## src/verilog/rtc_params.svh

```systemverilog
// Register offsets, field positions and timing counts for the retimer channel control
`ifndef RTC_PARAMS_SVH
`define RTC_PARAMS_SVH
`define RTC_A_CTRL      7'h01
`define RTC_A_SWING     7'h02
`define RTC_A_DEEMPH    7'h03
`define RTC_A_RATE      7'h04
`define RTC_A_STAT      7'h05
`define RTC_A_BOOST     7'h06
`define RTC_A_TAPS      7'h07
`define RTC_A_EDGE      7'h18
`define RTC_EDGE_SLEW   2
`define RTC_CTRL_POL    2
`define RTC_CTRL_P31    3
`define RTC_CTRL_CDRRST 4
`define RTC_STAT_OVF    4
`define RTC_REF_WIN     16'h0040
`define RTC_LOCK_TOL    16'h0004
`define RTC_EXP_R0      16'h0064
`define RTC_EXP_R1      16'h00c8
`define RTC_EXP_R2      16'h0190
`define RTC_EXP_R3      16'h0320
`define RTC_CLK_NS      20
`define RTC_SETTLE_NS   1000
`define RTC_SETTLE_CYC  ((`RTC_SETTLE_NS + `RTC_CLK_NS - 1) / `RTC_CLK_NS)
`define RTC_LOOKAHEAD   3'h3
`define RTC_BOOST_MAX   4'hf
`define RTC_SEED        31'h7fffffff
`endif

```

## src/verilog/rtc_pkg.sv

```systemverilog
// Types shared by the retimer channel control
package rtc_pkg;
	typedef enum logic [2:0] {
		RTC_IDLE   = 3'h0,
		RTC_SETTLE = 3'h1,
		RTC_MEAS   = 3'h3,
		RTC_DONE   = 3'h2
	} rtc_adapt_t;
	typedef enum logic [1:0] {
		RTC_SRC_RAW  = 2'h0,
		RTC_SRC_RET  = 2'h1,
		RTC_SRC_PAT  = 2'h2,
		RTC_SRC_LOOP = 2'h3
	} rtc_src_t;
endpackage : rtc_pkg

```

## src/verilog/rtc_channel_ctrl.sv

```systemverilog
// Two-channel retimer control: lock detect, adaptation, pattern, output mux, FIFO
// What this block does
// - Both channels run recovery, adaptation, pattern and output selection independently.
// - Output data is retimed with the recovered clean clock, cutting jitter.
// - Adaptation starts right after lock when a signal first appears.
// - Every clock-recovery reset restarts equalizer adaptation.
// - Adaptation steps boost, keeping the setting with best quality metric.
// - No improvement within look-ahead depth settles on the earlier lower boost.
// - Feedback equalizer tap weights and polarities adapt alongside boost.
// - Each channel generates its own 9-stage or 31-stage pseudo-random sequence.
// - Output source is raw, retimed, pattern, or other channel loopback.
// - Driver applies swing, de-emphasis, edge rate and polarity inversion.
// - Swing and de-emphasis live per channel in bus-writable registers.
// - Reference clock decides when the oscillator is frequency-locked, by counting its ticks.
// - Oscillator frequency is preset to one of few supported rates.
// - Edge-rate register bit 2 selects limited slew when one.
//
// The placing of the registers and the strobed register port were left to the implementer.
`timescale 1ns/100ps
`include "rtc_params.svh"

module rtc_fifo #(
	parameter int W = 8,
	parameter int D = 8
) (
	input  wire logic         sys_clk,
	input  wire logic         sys_rst,
	input  wire logic         in_valid,
	output logic              in_ready,
	input  wire logic [W-1:0] in_data,
	output logic              out_valid,
	input  wire logic         out_ready,
	output logic [W-1:0]      out_data
);
	localparam int AW = $clog2(D);
	logic [W-1:0] mem [D];
	logic [AW:0]  cnt_q;
	logic [AW-1:0] wp_q;
	logic [AW-1:0] rp_q;
	logic         wr;
	logic         rd;
	assign in_ready  = (cnt_q != (AW+1)'(D));
	assign out_valid = (cnt_q != '0);
	assign out_data  = mem[rp_q];
	assign wr = in_valid & in_ready;
	assign rd = out_valid & out_ready;
	always_ff @(posedge sys_clk) begin
		if (sys_rst) begin
			cnt_q <= '0;
			wp_q  <= '0;
			rp_q  <= '0;
		end else begin
			cnt_q <= cnt_q + (AW+1)'(wr) - (AW+1)'(rd);
			if (wr) begin
				wp_q <= (wp_q == AW'(D-1)) ? '0 : wp_q + 1'b1;
			end
			if (rd) begin
				rp_q <= (rp_q == AW'(D-1)) ? '0 : rp_q + 1'b1;
			end
		end
	end
	always_ff @(posedge sys_clk) begin
		if (wr) begin
			mem[wp_q] <= in_data;
		end
	end
endmodule : rtc_fifo

module rtc_channel_ctrl import rtc_pkg::*; #(
	parameter int FIFO_DEPTH = 8
) (
	input  wire logic        sys_clk,
	input  wire logic        sys_rst,
	input  wire logic [7:0]  reg_addr,
	input  wire logic [7:0]  reg_wdata,
	input  wire logic        reg_wr,
	input  wire logic        reg_rd,
	output logic [7:0]       reg_rdata,
	input  wire logic        ref_tick_in,
	input  wire logic [1:0]  osc_tick_in,
	input  wire logic [1:0]  sig_det_in,
	input  wire logic [15:0] metric_in,
	input  wire logic [9:0]  fb_err_in,
	input  wire logic [15:0] rx_raw_word,
	input  wire logic [15:0] rx_ret_word,
	input  wire logic [1:0]  rx_valid,
	input  wire logic [1:0]  tx_ready,
	output logic [15:0]      tx_word,
	output logic [1:0]       tx_valid,
	output logic [1:0]       lock_out,
	output logic [1:0]       cdr_rst_out,
	output logic [7:0]       boost_out,
	output logic [39:0]      taps_out,
	output logic [5:0]       swing_out,
	output logic [7:0]       deemph_out,
	output logic [1:0]       slew_limit_out,
	output logic [3:0]       osc_preset_out
);
	typedef struct packed {
		rtc_src_t    sel;
		logic        pol, p31, slew, cdr_rst, pend, lock, ovf, ov;
		logic [2:0]  swing;
		logic [3:0]  deemph;
		logic [1:0]  rate;
		logic        sd1, sd2, sd_prev, ot1, ot2, ot3;
		logic [7:0]  m1, m2;
		logic [4:0]  e1, e2;
		logic [15:0] oscn;
		rtc_adapt_t  st;
		logic [3:0]  boost, best_boost;
		logic [7:0]  best;
		logic [2:0]  miss;
		logic [6:0]  wait_n;
		logic [19:0] taps;
		logic [30:0] lfsr;
		logic [7:0]  ow;
	} rtc_ch_t;
	typedef struct packed {
		rtc_ch_t [1:0] ch;
		logic          r1, r2, r3;
		logic [15:0]   refn;
		logic [7:0]    rdata;
	} rtc_state_t;

	rtc_state_t s_q, s_d;
	logic [1:0]  push_v, push_r, pop, f_v;
	logic [15:0] push_w, f_w;
	logic        win_end;

	function automatic logic [15:0] rtc_expect(input logic [1:0] r);
		unique case (r)
			2'h0: rtc_expect = `RTC_EXP_R0;
			2'h1: rtc_expect = `RTC_EXP_R1;
			2'h2: rtc_expect = `RTC_EXP_R2;
			2'h3: rtc_expect = `RTC_EXP_R3;
		endcase
	endfunction : rtc_expect

	// Returns {word, next state}; eight bits per word
	function automatic logic [38:0] rtc_prbs(input logic [30:0] l, input logic p31);
		logic [7:0] w;
		logic       fb;
		w = '0;
		for (int b = 0; b < 8; b++) begin
			fb = p31 ? (l[30] ^ l[27]) : (l[8] ^ l[4]);
			l = {l[29:0], fb};
			if (!p31) begin
				l[30:9] = '0;
			end
			w[7-b] = fb;
		end
		rtc_prbs = {w, l};
	endfunction : rtc_prbs

	// ------------------------------------------------------------
	// Per-channel output FIFO
	// ------------------------------------------------------------
	for (genvar g = 0; g < 2; g++) begin : g_fifo
		rtc_fifo #(.W(8), .D(FIFO_DEPTH)) u_fifo (
			.sys_clk   (sys_clk),
			.sys_rst   (sys_rst),
			.in_valid  (push_v[g]),
			.in_ready  (push_r[g]),
			.in_data   (push_w[g*8 +: 8]),
			.out_valid (f_v[g]),
			.out_ready (pop[g]),
			.out_data  (f_w[g*8 +: 8])
		);
	end

	// ------------------------------------------------------------
	// Next state
	// ------------------------------------------------------------
	always_comb begin
		logic [38:0] pr;
		logic [15:0] dif;
		logic [7:0]  src;
		logic [2:0]  mn;
		logic        wsel, imp;
		logic [6:0]  a;
		logic [3:0]  t;
		pr = '0; dif = '0; src = '0; mn = '0; wsel = 1'b0; imp = 1'b0; a = '0; t = '0;
		s_d = s_q;
		push_v = '0;
		push_w = '0;
		pop = '0;
		a = reg_addr[6:0];
		s_d.r1 = ref_tick_in;
		s_d.r2 = s_q.r1;
		s_d.r3 = s_q.r2;
		win_end = 1'b0;
		if (s_q.r2 && !s_q.r3) begin
			win_end = (s_q.refn == `RTC_REF_WIN - 16'h0001);
			s_d.refn = win_end ? '0 : s_q.refn + 16'h0001;
		end
		s_d.rdata = '0;
		// Each channel is a full copy of the same logic; the reference window and read data are shared
		for (int i = 0; i < 2; i++) begin
			wsel = reg_wr && (reg_addr[7] == i[0]);
			s_d.ch[i].cdr_rst = 1'b0;
			s_d.ch[i].sd1 = sig_det_in[i];
			s_d.ch[i].sd2 = s_q.ch[i].sd1;
			s_d.ch[i].sd_prev = s_q.ch[i].sd2;
			s_d.ch[i].ot1 = osc_tick_in[i];
			s_d.ch[i].ot2 = s_q.ch[i].ot1;
			s_d.ch[i].ot3 = s_q.ch[i].ot2;
			s_d.ch[i].m1 = metric_in[i*8 +: 8];
			s_d.ch[i].m2 = s_q.ch[i].m1;
			s_d.ch[i].e1 = fb_err_in[i*5 +: 5];
			s_d.ch[i].e2 = s_q.ch[i].e1;
			if (wsel) begin
				unique case (a)
					`RTC_A_CTRL: begin
						s_d.ch[i].sel = rtc_src_t'(reg_wdata[1:0]);
						s_d.ch[i].pol = reg_wdata[`RTC_CTRL_POL];
						s_d.ch[i].p31 = reg_wdata[`RTC_CTRL_P31];
						s_d.ch[i].cdr_rst = reg_wdata[`RTC_CTRL_CDRRST];
					end
					`RTC_A_SWING:  s_d.ch[i].swing = reg_wdata[2:0];
					`RTC_A_DEEMPH: s_d.ch[i].deemph = reg_wdata[3:0];
					`RTC_A_RATE:   s_d.ch[i].rate = reg_wdata[1:0];
					`RTC_A_EDGE:   s_d.ch[i].slew = reg_wdata[`RTC_EDGE_SLEW];
					default: ;
				endcase
			end
			// Lock: oscillator ticks counted over a reference window
			if (s_q.ch[i].ot2 && !s_q.ch[i].ot3) begin
				s_d.ch[i].oscn = s_q.ch[i].oscn + 16'h0001;
			end
			if (win_end) begin
				dif = (s_q.ch[i].oscn > rtc_expect(s_q.ch[i].rate))
					? s_q.ch[i].oscn - rtc_expect(s_q.ch[i].rate)
					: rtc_expect(s_q.ch[i].rate) - s_q.ch[i].oscn;
				s_d.ch[i].lock = (dif <= `RTC_LOCK_TOL);
				s_d.ch[i].oscn = '0;
			end
			if (s_q.ch[i].sd2 && !s_q.ch[i].sd_prev) begin
				s_d.ch[i].pend = 1'b1;
			end
			if (s_q.ch[i].cdr_rst) begin
				s_d.ch[i].lock = 1'b0;
				s_d.ch[i].oscn = '0;
				s_d.ch[i].pend = 1'b1;
				s_d.ch[i].st = RTC_IDLE;
			end else begin
				unique case (s_q.ch[i].st)
					RTC_IDLE, RTC_DONE: begin
						if (s_q.ch[i].pend && s_q.ch[i].lock && s_q.ch[i].sd2) begin
							s_d.ch[i].pend = 1'b0;
							s_d.ch[i].boost = '0;
							s_d.ch[i].best = '0;
							s_d.ch[i].best_boost = '0;
							s_d.ch[i].miss = '0;
							s_d.ch[i].wait_n = 7'(`RTC_SETTLE_CYC);
							s_d.ch[i].st = RTC_SETTLE;
						end
					end
					RTC_SETTLE: begin
						s_d.ch[i].wait_n = s_q.ch[i].wait_n - 7'h01;
						if (s_q.ch[i].wait_n == 7'h01) begin
							s_d.ch[i].st = RTC_MEAS;
						end
					end
					RTC_MEAS: begin
						imp = s_q.ch[i].m2 > s_q.ch[i].best;
						mn = imp ? 3'h0 : s_q.ch[i].miss + 3'h1;
						s_d.ch[i].miss = mn;
						if (imp) begin
							s_d.ch[i].best = s_q.ch[i].m2;
							s_d.ch[i].best_boost = s_q.ch[i].boost;
						end
						// Sign-sign tap update, sign bit is tap polarity
						for (int k = 0; k < 5; k++) begin
							t = s_q.ch[i].taps[k*4 +: 4];
							if (s_q.ch[i].e2[k] && t != 4'h8) begin
								t = t - 4'h1;
							end else if (!s_q.ch[i].e2[k] && t != 4'h7) begin
								t = t + 4'h1;
							end
							s_d.ch[i].taps[k*4 +: 4] = t;
						end
						if (mn == `RTC_LOOKAHEAD || s_q.ch[i].boost == `RTC_BOOST_MAX) begin
							s_d.ch[i].boost = imp ? s_q.ch[i].boost
								: s_q.ch[i].best_boost;
							s_d.ch[i].st = RTC_DONE;
						end else begin
							s_d.ch[i].boost = s_q.ch[i].boost + 4'h1;
							s_d.ch[i].wait_n = 7'(`RTC_SETTLE_CYC);
							s_d.ch[i].st = RTC_SETTLE;
						end
					end
					default: s_d.ch[i].st = RTC_IDLE;
				endcase
			end
			pr = rtc_prbs(s_q.ch[i].lfsr, s_q.ch[i].p31);
			// Source mux; loopback takes the other channel's retimed word
			unique case (s_q.ch[i].sel)
				RTC_SRC_RAW:  src = rx_raw_word[i*8 +: 8];
				RTC_SRC_RET:  src = rx_ret_word[i*8 +: 8];
				RTC_SRC_PAT:  src = pr[38:31];
				RTC_SRC_LOOP: src = rx_ret_word[(1-i)*8 +: 8];
			endcase
			push_v[i] = (s_q.ch[i].sel == RTC_SRC_PAT) || rx_valid[i];
			push_w[i*8 +: 8] = s_q.ch[i].pol ? ~src : src;
			// Pattern stalls on a full FIFO; live data cannot, so it is flagged
			if (s_q.ch[i].sel == RTC_SRC_PAT && push_r[i]) begin
				// Whole state: long runs of zeros are legal in the 31-stage sequence
				s_d.ch[i].lfsr = (pr[30:0] == 31'h0) ? `RTC_SEED : pr[30:0];
			end
			if (wsel && a == `RTC_A_STAT && reg_wdata[`RTC_STAT_OVF]) begin
				s_d.ch[i].ovf = 1'b0;
			end
			if (push_v[i] && !push_r[i] && s_q.ch[i].sel != RTC_SRC_PAT) begin
				s_d.ch[i].ovf = 1'b1;
			end
			pop[i] = f_v[i] && (!s_q.ch[i].ov || tx_ready[i]);
			if (pop[i]) begin
				s_d.ch[i].ow = f_w[i*8 +: 8];
				s_d.ch[i].ov = 1'b1;
			end else if (tx_ready[i]) begin
				s_d.ch[i].ov = 1'b0;
			end
			if (reg_rd && reg_addr[7] == i[0]) begin
				unique case (a)
					`RTC_A_CTRL:   s_d.rdata = {4'h0, s_q.ch[i].p31, s_q.ch[i].pol,
						s_q.ch[i].sel};
					`RTC_A_SWING:  s_d.rdata = {5'h00, s_q.ch[i].swing};
					`RTC_A_DEEMPH: s_d.rdata = {4'h0, s_q.ch[i].deemph};
					`RTC_A_RATE:   s_d.rdata = {6'h00, s_q.ch[i].rate};
					`RTC_A_STAT:   s_d.rdata = {3'h0, s_q.ch[i].ovf, s_q.ch[i].st == RTC_DONE,
						s_q.ch[i].st != RTC_IDLE && s_q.ch[i].st != RTC_DONE,
						s_q.ch[i].sd2, s_q.ch[i].lock};
					`RTC_A_BOOST:  s_d.rdata = {4'h0, s_q.ch[i].boost};
					`RTC_A_TAPS:   s_d.rdata = {3'h0, s_q.ch[i].taps[19], s_q.ch[i].taps[15],
						s_q.ch[i].taps[11], s_q.ch[i].taps[7], s_q.ch[i].taps[3]};
					`RTC_A_EDGE:   s_d.rdata = {5'h00, s_q.ch[i].slew, 2'h0};
					default:       s_d.rdata = '0;
				endcase
			end
		end
	end

	always_ff @(posedge sys_clk) begin
		if (sys_rst) begin
			s_q <= '0;
			s_q.ch[0].lfsr <= `RTC_SEED;
			s_q.ch[1].lfsr <= `RTC_SEED;
		end else begin
			s_q <= s_d;
		end
	end

	// ------------------------------------------------------------
	// Outputs
	// ------------------------------------------------------------
	assign reg_rdata = s_q.rdata;
	for (genvar o = 0; o < 2; o++) begin : g_out
		assign tx_word[o*8 +: 8]      = s_q.ch[o].ow;
		assign tx_valid[o]            = s_q.ch[o].ov;
		assign lock_out[o]            = s_q.ch[o].lock;
		assign cdr_rst_out[o]         = s_q.ch[o].cdr_rst;
		assign boost_out[o*4 +: 4]    = s_q.ch[o].boost;
		assign taps_out[o*20 +: 20]   = s_q.ch[o].taps;
		assign swing_out[o*3 +: 3]    = s_q.ch[o].swing;
		assign deemph_out[o*4 +: 4]   = s_q.ch[o].deemph;
		assign slew_limit_out[o]      = s_q.ch[o].slew;
		assign osc_preset_out[o*2 +: 2] = s_q.ch[o].rate;
	end

	// ------------------------------------------------------------
	// Assertions, channel 0
	// ------------------------------------------------------------
	property p_lock_window;
		@(posedge sys_clk) disable iff (sys_rst) $rose(s_q.ch[0].lock) |-> $past(win_end);
	endproperty
	a_lock_window: assert property (p_lock_window) else $error("lock rose off window");
	property p_adapt_start;
		@(posedge sys_clk) disable iff (sys_rst)
			s_q.ch[0].st == RTC_IDLE && s_q.ch[0].pend && s_q.ch[0].lock && s_q.ch[0].sd2
			&& !s_q.ch[0].cdr_rst |=> s_q.ch[0].st == RTC_SETTLE && s_q.ch[0].boost == 4'h0;
	endproperty
	a_adapt_start: assert property (p_adapt_start) else $error("adaptation did not start");
	property p_cdr_restart;
		@(posedge sys_clk) disable iff (sys_rst)
			s_q.ch[0].cdr_rst |=> !s_q.ch[0].lock && s_q.ch[0].pend && s_q.ch[0].st == RTC_IDLE;
	endproperty
	a_cdr_restart: assert property (p_cdr_restart) else $error("reset did not rearm");
	property p_settle_low;
		@(posedge sys_clk) disable iff (sys_rst)
			s_q.ch[0].st == RTC_MEAS && s_q.ch[0].miss == 3'h2 && s_q.ch[0].m2 <= s_q.ch[0].best
			&& !s_q.ch[0].cdr_rst |=> s_q.ch[0].st == RTC_DONE
			&& s_q.ch[0].boost == $past(s_q.ch[0].best_boost);
	endproperty
	a_settle_low: assert property (p_settle_low) else $error("did not settle lower");
	property p_step;
		@(posedge sys_clk) disable iff (sys_rst)
			s_q.ch[0].st == RTC_SETTLE && !s_q.ch[0].cdr_rst && !reg_wr
			|=> $stable(s_q.ch[0].boost);
	endproperty
	a_step: assert property (p_step) else $error("boost moved while settling");
	property p_no_zero;
		@(posedge sys_clk) disable iff (sys_rst) s_q.ch[0].lfsr != 31'h0;
	endproperty
	a_no_zero: assert property (p_no_zero) else $error("pattern state zero");
	property p_mux_ret;
		@(posedge sys_clk) disable iff (sys_rst)
			s_q.ch[0].sel == RTC_SRC_RET |-> push_w[7:0] == (rx_ret_word[7:0] ^ {8{s_q.ch[0].pol}});
	endproperty
	a_mux_ret: assert property (p_mux_ret) else $error("wrong retimed source");
	property p_swing_wr;
		@(posedge sys_clk) disable iff (sys_rst)
			reg_wr && reg_addr == {1'b0, `RTC_A_SWING} |=> ##1 swing_out[2:0] == $past(reg_wdata[2:0], 2);
	endproperty
	a_swing_wr: assert property (p_swing_wr) else $error("swing not written");
	property p_slew;
		@(posedge sys_clk) disable iff (sys_rst)
			reg_wr && reg_addr == {1'b0, `RTC_A_EDGE} |=> slew_limit_out[0] == $past(reg_wdata[2]);
	endproperty
	a_slew: assert property (p_slew) else $error("slew bit wrong");
	c_lock:  cover property (@(posedge sys_clk) disable iff (sys_rst) $rose(s_q.ch[0].lock));
	c_done:  cover property (@(posedge sys_clk) disable iff (sys_rst) s_q.ch[0].st == RTC_DONE);
	c_full:  cover property (@(posedge sys_clk) disable iff (sys_rst) !push_r[0]);
endmodule : rtc_channel_ctrl

```

## config.mk

```make
export PLATFORM = sky130hd
export DESIGN_NAME = rtc_channel_ctrl
export DESIGN_NICKNAME = d
export VERILOG_FILES = /design/src/verilog/rtc_pkg.sv /design/src/verilog/rtc_channel_ctrl.sv
export VERILOG_INCLUDE_DIRS = /design/src /design/src/verilog
export SDC_FILE = /design/constraint.sdc
export NUM_CORES = 1
export LEC_CHECK = 0
export BUFFER_PORTS_ARGS = -buffer_cell sky130_fd_sc_hd__buf_4
export CAP_MARGIN = 10
export CORE_ASPECT_RATIO = 0.5
export CORE_MARGIN = 8
export CORE_UTILIZATION = 35
export CTS_CLUSTER_DIAMETER = 40
export DETAILED_ROUTE_END_ITERATION = 10
export GPL_TIMING_DRIVEN = 1
export PLACE_DENSITY = 0.48
export REMOVE_ABC_BUFFERS = 1
export SYNTH_ARGS = -nofsm -noshare
export SYNTH_HDL_FRONTEND = slang
export SYNTH_HIERARCHICAL = 1
export SYNTH_SLANG_ARGS = --single-unit
```

## constraint.sdc

```tcl
create_clock -name sys_clk -period 4.2 [get_ports sys_clk]
set_clock_uncertainty 0.2 [all_clocks]
set_input_delay 0.42 -clock sys_clk [delete_from_list [all_inputs] [get_ports sys_clk]]
set_output_delay 0.42 -clock sys_clk [all_outputs]
set_load 0.01 [all_outputs]
```

# Word-level counts from Yosys, hierarchy flattened

Memories as Yosys holds them, arrays and structs flattened. A register that Yosys moved wholly into a read port is not among the register bits.
Index checks and enable logic that the tools add are counted.

Bits in writable memories: 128
Register bits after elaboration: 341
Output and inout port bits: 98
Logic and storage cells: 501
Bits of input ports: 87
Memories kept: 2

Equality and inequality tests: 73
Reductions and logical operators: 140
$add $sub $neg: 41
Mux-type cells: 115
$lt $le $gt $ge: 6
Bitwise logic cells: 43

Memories:

| name                 | depth | bits a word | rd ports | clocked after Yosys merged registers in | write ports | line                   | source |
|---|---|---|---|---|---|---|---|
| g_fifo[0].u_fifo.mem | 8     | 8           | 1        | 1                                       | 1           | rtc_channel_ctrl.sv:36 | `logic [W-1:0] mem [D];` |
| g_fifo[1].u_fifo.mem | 8     | 8           | 1        | 1                                       | 1           | rtc_channel_ctrl.sv:36 |  |

Operators with widths:

| operator                                                                 | number |
|---|---|
| 22-bit 2-to-1 mux                                                        | 16 |
| 16-bit case mux with 4 select lines                                      | 2 |
| 4-bit 2-to-1 mux                                                         | 22 |
| 16-bit 2-to-1 mux                                                        | 5 |
| 5-bit case mux with 8 select lines                                       | 2 |
| 19-bit case mux with 2 select lines                                      | 2 |
| 8-bit case mux with 4 select lines                                       | 2 |
| 16-bit subtractor                                                        | 4 |
| 31-bit logical NOT                                                       | 2 |
| 31-bit 2-to-1 mux                                                        | 2 |
| 29-bit 2-to-1 mux                                                        | 2 |
| 16-bit by 1-bit adder with 16-bit output (second input constant)         | 3 |
| 4-bit by 1-bit adder with 4-bit output (second input constant)           | 12 |
| 4-bit inequality test (second input constant)                            | 12 |
| 1-bit logical AND                                                        | 47 |
| 7-bit case mux with 3 select lines                                       | 2 |
| 4-bit by 3-bit inequality test with 1-bit output (second input constant) | 10 |
| 4-bit by 1-bit subtractor with 4-bit output (second input constant)      | 10 |
| 1-bit 2-to-1 mux                                                         | 38 |
| 3-bit AND reduction                                                      | 12 |
| 16-bit > comparator                                                      | 2 |
| 16-bit by 3-bit <= comparator with 1-bit output (second input constant)  | 2 |
| 2-bit nonzero test                                                       | 16 |
| 1-bit XOR                                                                | 32 |
| 39 further kinds                                                         | 159 |

# Logic depth before layout (Yosys ltp)

Gate-level depths: netlist of the first run.

Depth in word-level cells: 12
Gate-level depth with buffers: 14
Mapped depth without buffers: 13

# Hierarchy

The synthesis of the first run kept the hierarchy.

Modules (own cells, without submodules):

| module           | sequential area each (um2) | area each (um2) | cells an instance | times used |
|---|---|---|---|---|
| rtc_channel_ctrl | 6,646.4                    | 18,017.3        | 2,123             | 1 |
| rtc_fifo         | 2,182.1                    | 3,168.0         | 172               | 2 |

# Worst setup path before layout of the first run

No wires, ideal clock.

Path type: register -> register
From: register g_fifo[0].u_fifo.cnt_q[2]
To: register g_fifo[0].u_fifo.cnt_q[2]
Data arrival time: 2,813 ps
Clock period less this slack: 3,140 ps
Required time: 3,873 ps
Cell stages (with the launch flop): 14
Setup slack: 1,060 ps
Cell sequence: dfxtp_1 -> inv_1 -> ha_1 -> or3b_2 -> clkbuf_1 -> nand2_1 -> clkinv_1 -> and2_1 -> ha_1 -> inv_1 -> ha_1 -> fa_1 -> xnor2_1 -> nor2_1

Word-level cells in the longest chain between the ends: 4

Ends and longest elaborated chain:

| item                                        | line                    | source |
|---|---|---|
| start, declared                             | rtc_channel_ctrl.sv:37  | `logic [AW:0] cnt_q;` |
| start signal, assigned                      | rtc_channel_ctrl.sv:53  | `cnt_q <= cnt_q + (AW+1)'(wr) - (AW+1)'(rd);` |
| 4-bit nonzero test                          | rtc_channel_ctrl.sv:43  | `assign out_valid = (cnt_q != '0);` |
| named net f_v[0]                            | rtc_channel_ctrl.sv:126 | `logic [1:0] push_v, push_r, pop, f_v;` |
| 1-bit logical AND                           | rtc_channel_ctrl.sv:316 | `pop[i] = f_v[i] && (!s_q.ch[i].ov \|\| tx_ready[i]);` |
| named net pop[0]                            | rtc_channel_ctrl.sv:126 |  |
| 1-bit AND                                   | rtc_channel_ctrl.sv:46  | `assign rd = out_valid & out_ready;` |
| 4-bit by 1-bit subtractor with 4-bit output | rtc_channel_ctrl.sv:53  |  |

The timed path passes the listed nets, and every way through them passes these cells.
A chain may end at the register's enable or synchronous reset.

# Worst setup path after layout of the first run

From: register s_q, in the netlist osc_preset_out[2]
To: register s_q, in the netlist lock_out[1]

Word-level cells in the longest chain between the ends: 6

Ends and longest elaborated chain:

| item                                                        | line                    | source |
|---|---|---|
| start, declared                                             | rtc_channel_ctrl.sv:125 | `rtc_state_t s_q, s_d;` |
| 2-bit equality test, or another cell as far along           | rtc_channel_ctrl.sv:131 | `unique case (r)` |
| 16-bit case mux with 4 select lines *                       | rtc_channel_ctrl.sv:131 |  |
| 16-bit 2-to-1 mux *                                         | rtc_channel_ctrl.sv:230 | `if (win_end) begin` |
| 16-bit subtractor, or another cell as far along             | rtc_channel_ctrl.sv:233 | `: rtc_expect(s_q.ch[i].rate) - s_q.ch[i].oscn;` |
| 16-bit 2-to-1 mux *                                         | rtc_channel_ctrl.sv:232 | `? s_q.ch[i].oscn - rtc_expect(s_q.ch[i].rate)` |
| 16-bit by 3-bit <= comparator with 1-bit output (no line) * | n/a                     |  |

Every way passes the cells marked *; elsewhere a longest branch is shown, timed or not. The select of a mux whose other input is x is not followed.

==> run metrics, run 1 <==
worst slew pin tran=between 1 and 1.5 ns; clk_lat worst skew=between 0.6 and 0.7 ns; number of synthesized flops with an enable pin=between 100 and 150; Initial Utilization=about 35%; Mapped Area=roughly 0.024 mm²; number of CTS-inserted buffers=55; switch share=approximately 26%; Setup-failing EPs final=0; hold_sp=reg_wr; grt total ovfl=0; First DRT Iteration DRCs=970; Max Cap Viol=0; status=complete, no violations; RR Endpoint=lock_out[1]; Period minus WS final=between 3 and 4 ns; GRT Total Usage=15.0%; CTS Sinks=approximately 500; Synthesis Warnings=6; crit path cell chain=inv_1, ha_1, inv_1, ha_1, a21o_1, o21a_1, o21a_1, or4_1, a2111oi_0, mux2_1, a22o_1; worst slack, placed=a little under 0.7 ns; FF-to-FF Start=osc_preset_out[2]; post-synthesis sequential area ratio=around 45%; register area=0.0110 mm²; CTS resizes=0; total number of vias=17600; Comb power frac=12.2%; Via density=between 4 and 5; # H-tree levels=2; largest area contributor in the netlist=dfxtp_1; Fill cells=6807; dpl hpwl=about 44 mm; Max Fanout on Critical Path=6; Slew headroom=a little under a third; first drt pass iteration count=8; max-slew violations=0; Async SR Flop Fraction=0%; post-synthesis register bit count=roughly 500; Critical Path Slowest Stage Cell=a2111oi_0; Final Hold Vio Count=0; postcts setup bufs=0; Die Ht=between 200 and 250 µm; area share of the largest cell type after synthesis=slightly below 30%; Clock Tree Buf Depth=3; placed cell count=roughly 3400; largest net degree at the start of global routing=68; Worst Setup End Kind=flop; Period Utilization, post-route=83.9%; clock-pin slew on the worst setup and hold paths=about 0.06 ns; Final Power=approximately 12 mW; area occupied by multi-input gates=roughly 0.012 mm²; Fmax achieved=between 200 and 300 MHz; vias in the first global route=around 17000; Worst Hold Endpoint=slew_limit_out[1]; switching pwr=~3 mW; routability congestion estimate=0.812; antenna violations before repair=0; final non-filler cell total=roughly 3500; Post-Route Setup TNS=0 ns; crit path launch=osc_preset_out[2]; r2r setup slk=0.68 ns; ys flop type=dfxtp_1; Routed Antenna Nets=0; worst vdd ir=0.000318 V; Die W=a little under 400 µm; synth top area cells=dfxtp_1 29%, edfxtp_1 16%, ha_1 5.5%; layout cells sized above 1=about 14%; core box area=slightly below 0.07 mm²; Worst EP required=around 4.6 ns; Worst EP arrival=roughly 3.9 ns; internal power=approximately 8.6 mW; port buffer count=roughly 180; Clk pwr share=between 40 and 50%; DRT Wirelength=just over 60 mm; worst reg2reg path depth=11; DRC=0; die area=just under 0.08 mm²; Seq pwr share=a little under half; num rows=68; Leakage=10.6 nW; Syn-to-layout area delta=15.7%; Yosys cell types=between 80 and 90; P per Cell Area=around 410 mW/mm²; Syn Inst Count=roughly 2500; RSZ-0062 raised after global routing=no; hold path depth=4; clk root buf=clkbuf_16; CTS Hold Buffers Added=41; worst min-delay path class=in -> reg; final worst slack=0.677 ns; CTS tree=yes; hold_ws=~0.053 ns; drt wl/cell=about 17 µm; NumNets Final=about 2800; I/O pin total=~190; Crit path largest cell delay=between 0.5 and 0.6 ns; syn_area_per_cell=~9.9 µm²; WS Path Type=reg -> reg; ANT cells=0; first-pass GRT wire length=approximately 97 mm; Startpoint Class=flop
==> Yosys cell counts (9+ instances only) <==
| cell | n |
|---|---|
| nand4_1 | 21 |
| edfxtp_1 | 128 |
| mux2_2 | 19 |
| mux4_1 | 30 |
| nor3_1 | 42 |
| buf_1 | 12 |
| a211oi_1 | 18 |
| o21ai_1 | 63 |
| fa_1 | 14 |
| o21a_1 | 13 |
| and3_1 | 16 |
| nand2_1 | 156 |
| nand2b_1 | 31 |
| or4_1 | 12 |
| o21ai_0 | 46 |
| clkbuf_1 | 82 |
| o22ai_1 | 23 |
| a22oi_1 | 25 |
| a31oi_1 | 11 |
| mux4_2 | 18 |
| ha_1 | 107 |
| inv_1 | 130 |
| nor2b_1 | 82 |
| nor4_1 | 21 |
| nor2_1 | 249 |
| nor3b_1 | 9 |
| dfxtp_1 | 358 |
| a21oi_1 | 153 |
| xor2_1 | 86 |
| mux2i_1 | 45 |
| or3_1 | 19 |
| buf_4 | 98 |
| nand3_1 | 74 |
| xnor2_1 | 72 |
| a21o_1 | 21 |
| buf_2 | 18 |
| o2111ai_1 | 10 |
==> worst max-delay path by stage <==
stage	cells after the start	endpoint
CTS	11	lock_out[1]
finish	11	lock_out[1]
global placement	11	lock_out[1]
detailed placement	11	lock_out[1]
floorplan	6	s_q[35]
global route	12	lock_out[0]
==> cells by family (layout without fill, tap and decap cells) <==
| group | Yosys count | after routing | share of synthesized area, % |
|---|---|---|---|
| buffers and inverters | 346 | 491 | 7.13 |
| AOI/OAI and AO/OA | 469 | 469 | 12.1 |
| adders and majority gates | 121 | 121 | 6.65 |
| DFF | 486 | 486 | 45.2 |
| and+or+nand+nor | 773 | 773 | 15.5 |
| muxes | 113 | 113 | 7.68 |
| other | 1 | 3 | 0.0154 |
| xor gates and xnor gates | 158 | 158 | 5.68 |
==> critical path, delay by kind of cell (launching register included) <==
kind,cells,cell delay [ns]
adders and majority gates,2,0.71
and+or+nand+nor,1,0.39
muxes,1,0.23
buffers and inverters,2,0.18
AOI/OAI and AO/OA,5,1.26
DFF,1,0.49
==> layout make-up <==
cell class	count	area share [%]
Inverter	132	1.76
Tap cell	910	4.04
Clock inverter	34	1.32
Multi-Input combinational cell	1637	41.3
Sequential cell	486	39.1
Clock buffer	70	5.30
Timing Repair Buffer	255	7.19
==> routing by layer <==
metal  routed length (µm)  global-route usage (%)  vias up
met5                    0                       0        -
met4                 1690                    4.44        0
met3                 2180                    2.82       91
met2                29500                    25.9      252
met1                28000                    19.2     8398
li1                     -                       -     8857
==> registers in the layout, summed over array words and instances (netlist names), 6 cells and up, named ones only <==
register and cells:
s_q 201, g_fifo.u_fifo/mem 128, taps_out 40, s_d 36, tx_word 16, boost_out 8, deemph_out 8, g_fifo.u_fifo/cnt_q 8
g_fifo.u_fifo/rp_q 6, g_fifo.u_fifo/wp_q 6, swing_out 6
==> cell usage in the layout (no fill, tap or decap), types with 46 or more instances in the layout <==
master	instances
edfxtp_1	128
o21ai_0	46
xor2_1	86
xnor2_1	72
o21ai_1	63
a21oi_1	153
nor2_1	247
clkbuf_16	55
buf_4	213
nand3_1	74
inv_1	129
nand2_1	156
nor2b_1	82
ha_1	107
dfxtp_1	358
==> through the flow <==
step                      utilization, %  cell area, µm²
final                               40.9           28200
after CTS                           40.9           28200
after global routing                40.9           28200
after global placement              37.6           25900
after detailed placement            37.6           25900
after floorplan                        -           23100
==> power groups by stage <==
stage / Combinational [mW] / Clock, mW / Sequential, mW
2_1_floorplan: 0.875 / 0 / 5.32
3_3_place_gp: 1.41 / 0 / 5.35
3_5_place_dp: 1.42 / 0 / 5.35
4_1_cts: 1.46 / 5.12 / 5.25
5_1_grt: 1.60 / 5.30 / 5.28
6_report: 1.42 / 4.96 / 5.24
Power figures use the tool's default switching activity.
==> inputs of run 2 (changes only) <==
--- a/config.mk
+++ b/config.mk
@@ -6,6 +6,7 @@
 export SDC_FILE = /design/constraint.sdc
 export NUM_CORES = 1
 export LEC_CHECK = 0
+export ABC_AREA = 1
 export BUFFER_PORTS_ARGS = -buffer_cell sky130_fd_sc_hd__buf_4
 export CAP_MARGIN = 10
 export CORE_ASPECT_RATIO = 0.5
==> constraint.sdc (replaced) <==
create_clock -name sys_clk -period 3.25 [get_ports sys_clk]
set_clock_uncertainty 0.2 [all_clocks]
set_input_delay 0.325 -clock sys_clk [delete_from_list [all_inputs] [get_ports sys_clk]]
set_output_delay 0.325 -clock sys_clk [all_outputs]
set_load 0.01 [all_outputs]
==> run 2 against run 1 <==
  * Utilization rose by 0.42 points
  * Power rose by 54%
  * Largest power group is now clock
  * Critical path depth rose by 7
==> run metrics, run 2 <==
CTS Sinks=486; worst vdd ir=0.000316 V; dpl hpwl=between 50 and 60 mm; Fmax achieved=between 300 and 400 MHz; Period minus WS final=approximately 3.0 ns; max reg flops=around 200; largest area contributor in the netlist=dfxtp_1; clock-pin slew on the worst setup and hold paths=0.06 ns; syn_area_per_cell=around 7.2 µm²; Synthesis Warnings=6; Via density=4.63; number of CTS-inserted buffers=66; P per Cell Area=between 500 and 600 mW/mm²; ys flop type=dfxtp_1; # H-tree levels=3; Syn Inst Count=3752; WS Path Type=reg -> reg; clk root buf=clkbuf_16; final non-filler cell total=~5000; layout cells sized above 1=about a tenth; post-synthesis register bit count=~490; drt wl/cell=15.1 µm; port buffer count=between 150 and 200; largest net degree at the start of global routing=between 100 and 150; top cell types by occurrence after synthesis=1008 x nand2_1, 588 x inv_1, 360 x nor2_1, 358 x dfxtp_1, 239 x a21oi_1; number of synthesized flops with an enable pin=about 130; DRC=0; r2r setup slk=0.29 ns; Setup-failing EPs final=0; post-route cell area=0.0317 mm²; Max Fanout on Critical Path=5; Worst EP arrival=3.31 ns; synth top area cells=dfxtp_1 27%, edfxtp_1 14%, nand2_1 14%; CTS tree=yes; Initial Utilization=between 30% and 40%; grt total ovfl=0; Clock Tree Buf Depth=3; most common cell after layout, fill and taps aside=nand2_1; placed inst area=0.0287 mm²; Mapped Area=roughly 0.027 mm²; post-synthesis sequential area ratio=about two fifths; routability congestion estimate=between 0.8 and 0.9; NumNets Final=4109; Async SR Flop Fraction=0%; status=complete, no violations; Slew headroom=roughly half; RSZ-0062 raised after global routing=no; Final Hold Vio Count=0; commonest cells after routing, fill and taps aside=1005 x nand2_1, 587 x inv_1, 360 x nor2_1; Yosys cell types=53; Die Ht=212 µm; placed cell count=4816; ANT cells=0; Syn-to-layout area delta=17.5%; worst slew pin tran=0.765 ns; most numerous cell in the Yosys netlist=nand2_1; Post-Route Setup TNS=0 ns; Leakage=15.1 nW; GRT Total Usage=between 10% and 20%; worst min-delay path class=in -> reg; clk_lat worst skew=around 0.64 ns; Startpoint Class=flop; vias in the first global route=~23000; core box area=0.0768 mm²; num rows=about 70; Die W=409 µm; Worst EP required=between 3 and 4 ns; Worst Setup End Kind=flop; First DRT Iteration DRCs=1257; total number of vias=~23000; die area=0.0868 mm²; area share of the largest cell type after synthesis=roughly a quarter; antenna violations before repair=0; I/O pin total=roughly 190; Routed Antenna Nets=0; Max Cap Viol=0; max-slew violations=0; first drt pass iteration count=5; DRT Wirelength=75.5 mm; Period Utilization, post-route=about nine tenths; most flop-heavy register=s_q; first-pass GRT wire length=about 120 mm
-- run 2: cell count changes in the layout (fill, tap and decap cells not counted), moves of 33 or more --
cell,delta
a21oi_1,+86
inv_1,+458
mux2i_1,-45
nand2_1,+849
nand3_1,+159
nor2_1,+113
nor2b_1,-82
o21ai_0,+111
o21ai_1,-49
xnor2_1,-50
xor2_1,-33
-- run 2: logic make-up after synthesis --
logic type      share of synthesized area, %
simple gates                            27.4
flops                                   40.8
fa+ha+maj                               6.00
compound gates                          9.99
other cells                           0.0139
buf+inv                                 13.3
xor+xnor                                2.43
-- run 2: metal layers --
metal / GRT usage, % / wire length, µm / vias up
met5: 0 / 0 / -
met4: 7.02 / 2870 / 0
met3: 2.85 / 2780 / 150
met2: 29.9 / 36300 / 347
met1: 21.1 / 33600 / 10500
li1: - / - / 12100
-- run 2: path summary, 6_finish.rpt --
check                          from                    endpoint  cells past startpoint
setup / recovery  osc_preset_out[2]                 lock_out[1]                     18
hold / removal       rx_raw_word[7]  g_fifo[0].u_fifo/mem[5][7]                      3
setup reg to reg  osc_preset_out[2]                 lock_out[1]                     18
hold reg to reg            s_d[148]                    s_q[148]                      2
-- run 2: power breakdown --
part           switching, mW  total (mW)  internal, mW  leakage, nW
registers              0.272        6.88          6.61         4.07
clock network           3.09        8.10          5.02         1.19
logic                   1.80        2.88          1.08         9.81
-- run 2: through the flow --
stage | utilization (%) | hold slack, ns | power [mW] | setup WS, ns
3_3_place_gp | 37.4 | 0.189 | 9.84 | 0.270
4_1_cts | 41.3 | 0.0202 | 18.2 | 0.223
2_1_floorplan | - | 0.188 | 8.78 | 0.555
6_report | 41.3 | 0.0724 | 17.9 | 0.288
5_1_grt | 41.3 | 0.0874 | 18.9 | 0.00855
3_5_place_dp | 37.4 | 0.192 | 9.89 | 0.237
-- run 2: final cells by class --
class | instances | area, µm²
inverter | 606 | 2280
multi-input combinational | 2465 | 12400
fill | 8014 | 45100
sequential | 486 | 11000
timing repair buffer | 276 | 2250
clock buffer | 73 | 1700
clock inverter | 47 | 756
tap | 1036 | 1300
-- run 2: critical path, cell delays in order, from the launching register on --
cell	delay (ns)
dfxtp_2	0.35
inv_1	0.16
ha_1	0.19
ha_1	0.21
inv_1	0.12
fa_1	0.44
nand2_1	0.10
nand3_1	0.13
nand3_1	0.12
nand2_1	0.09
nand2_1	0.09
nand2_1	0.09
nand2_2	0.11
nand2_1	0.08
nand3_1	0.07
nand2_1	0.05
nor2_1	0.10
nand2_1	0.05
o21ai_1	0.12
-- run 2: repair_timing --
action | CTS | global route
setup endpoints to repair | 0 | 2
buffers inserted | 0 | 0
resized for setup | 0 | 7
hold buffers | 53 | 0
endpoints found under the hold margin | 89 | 0
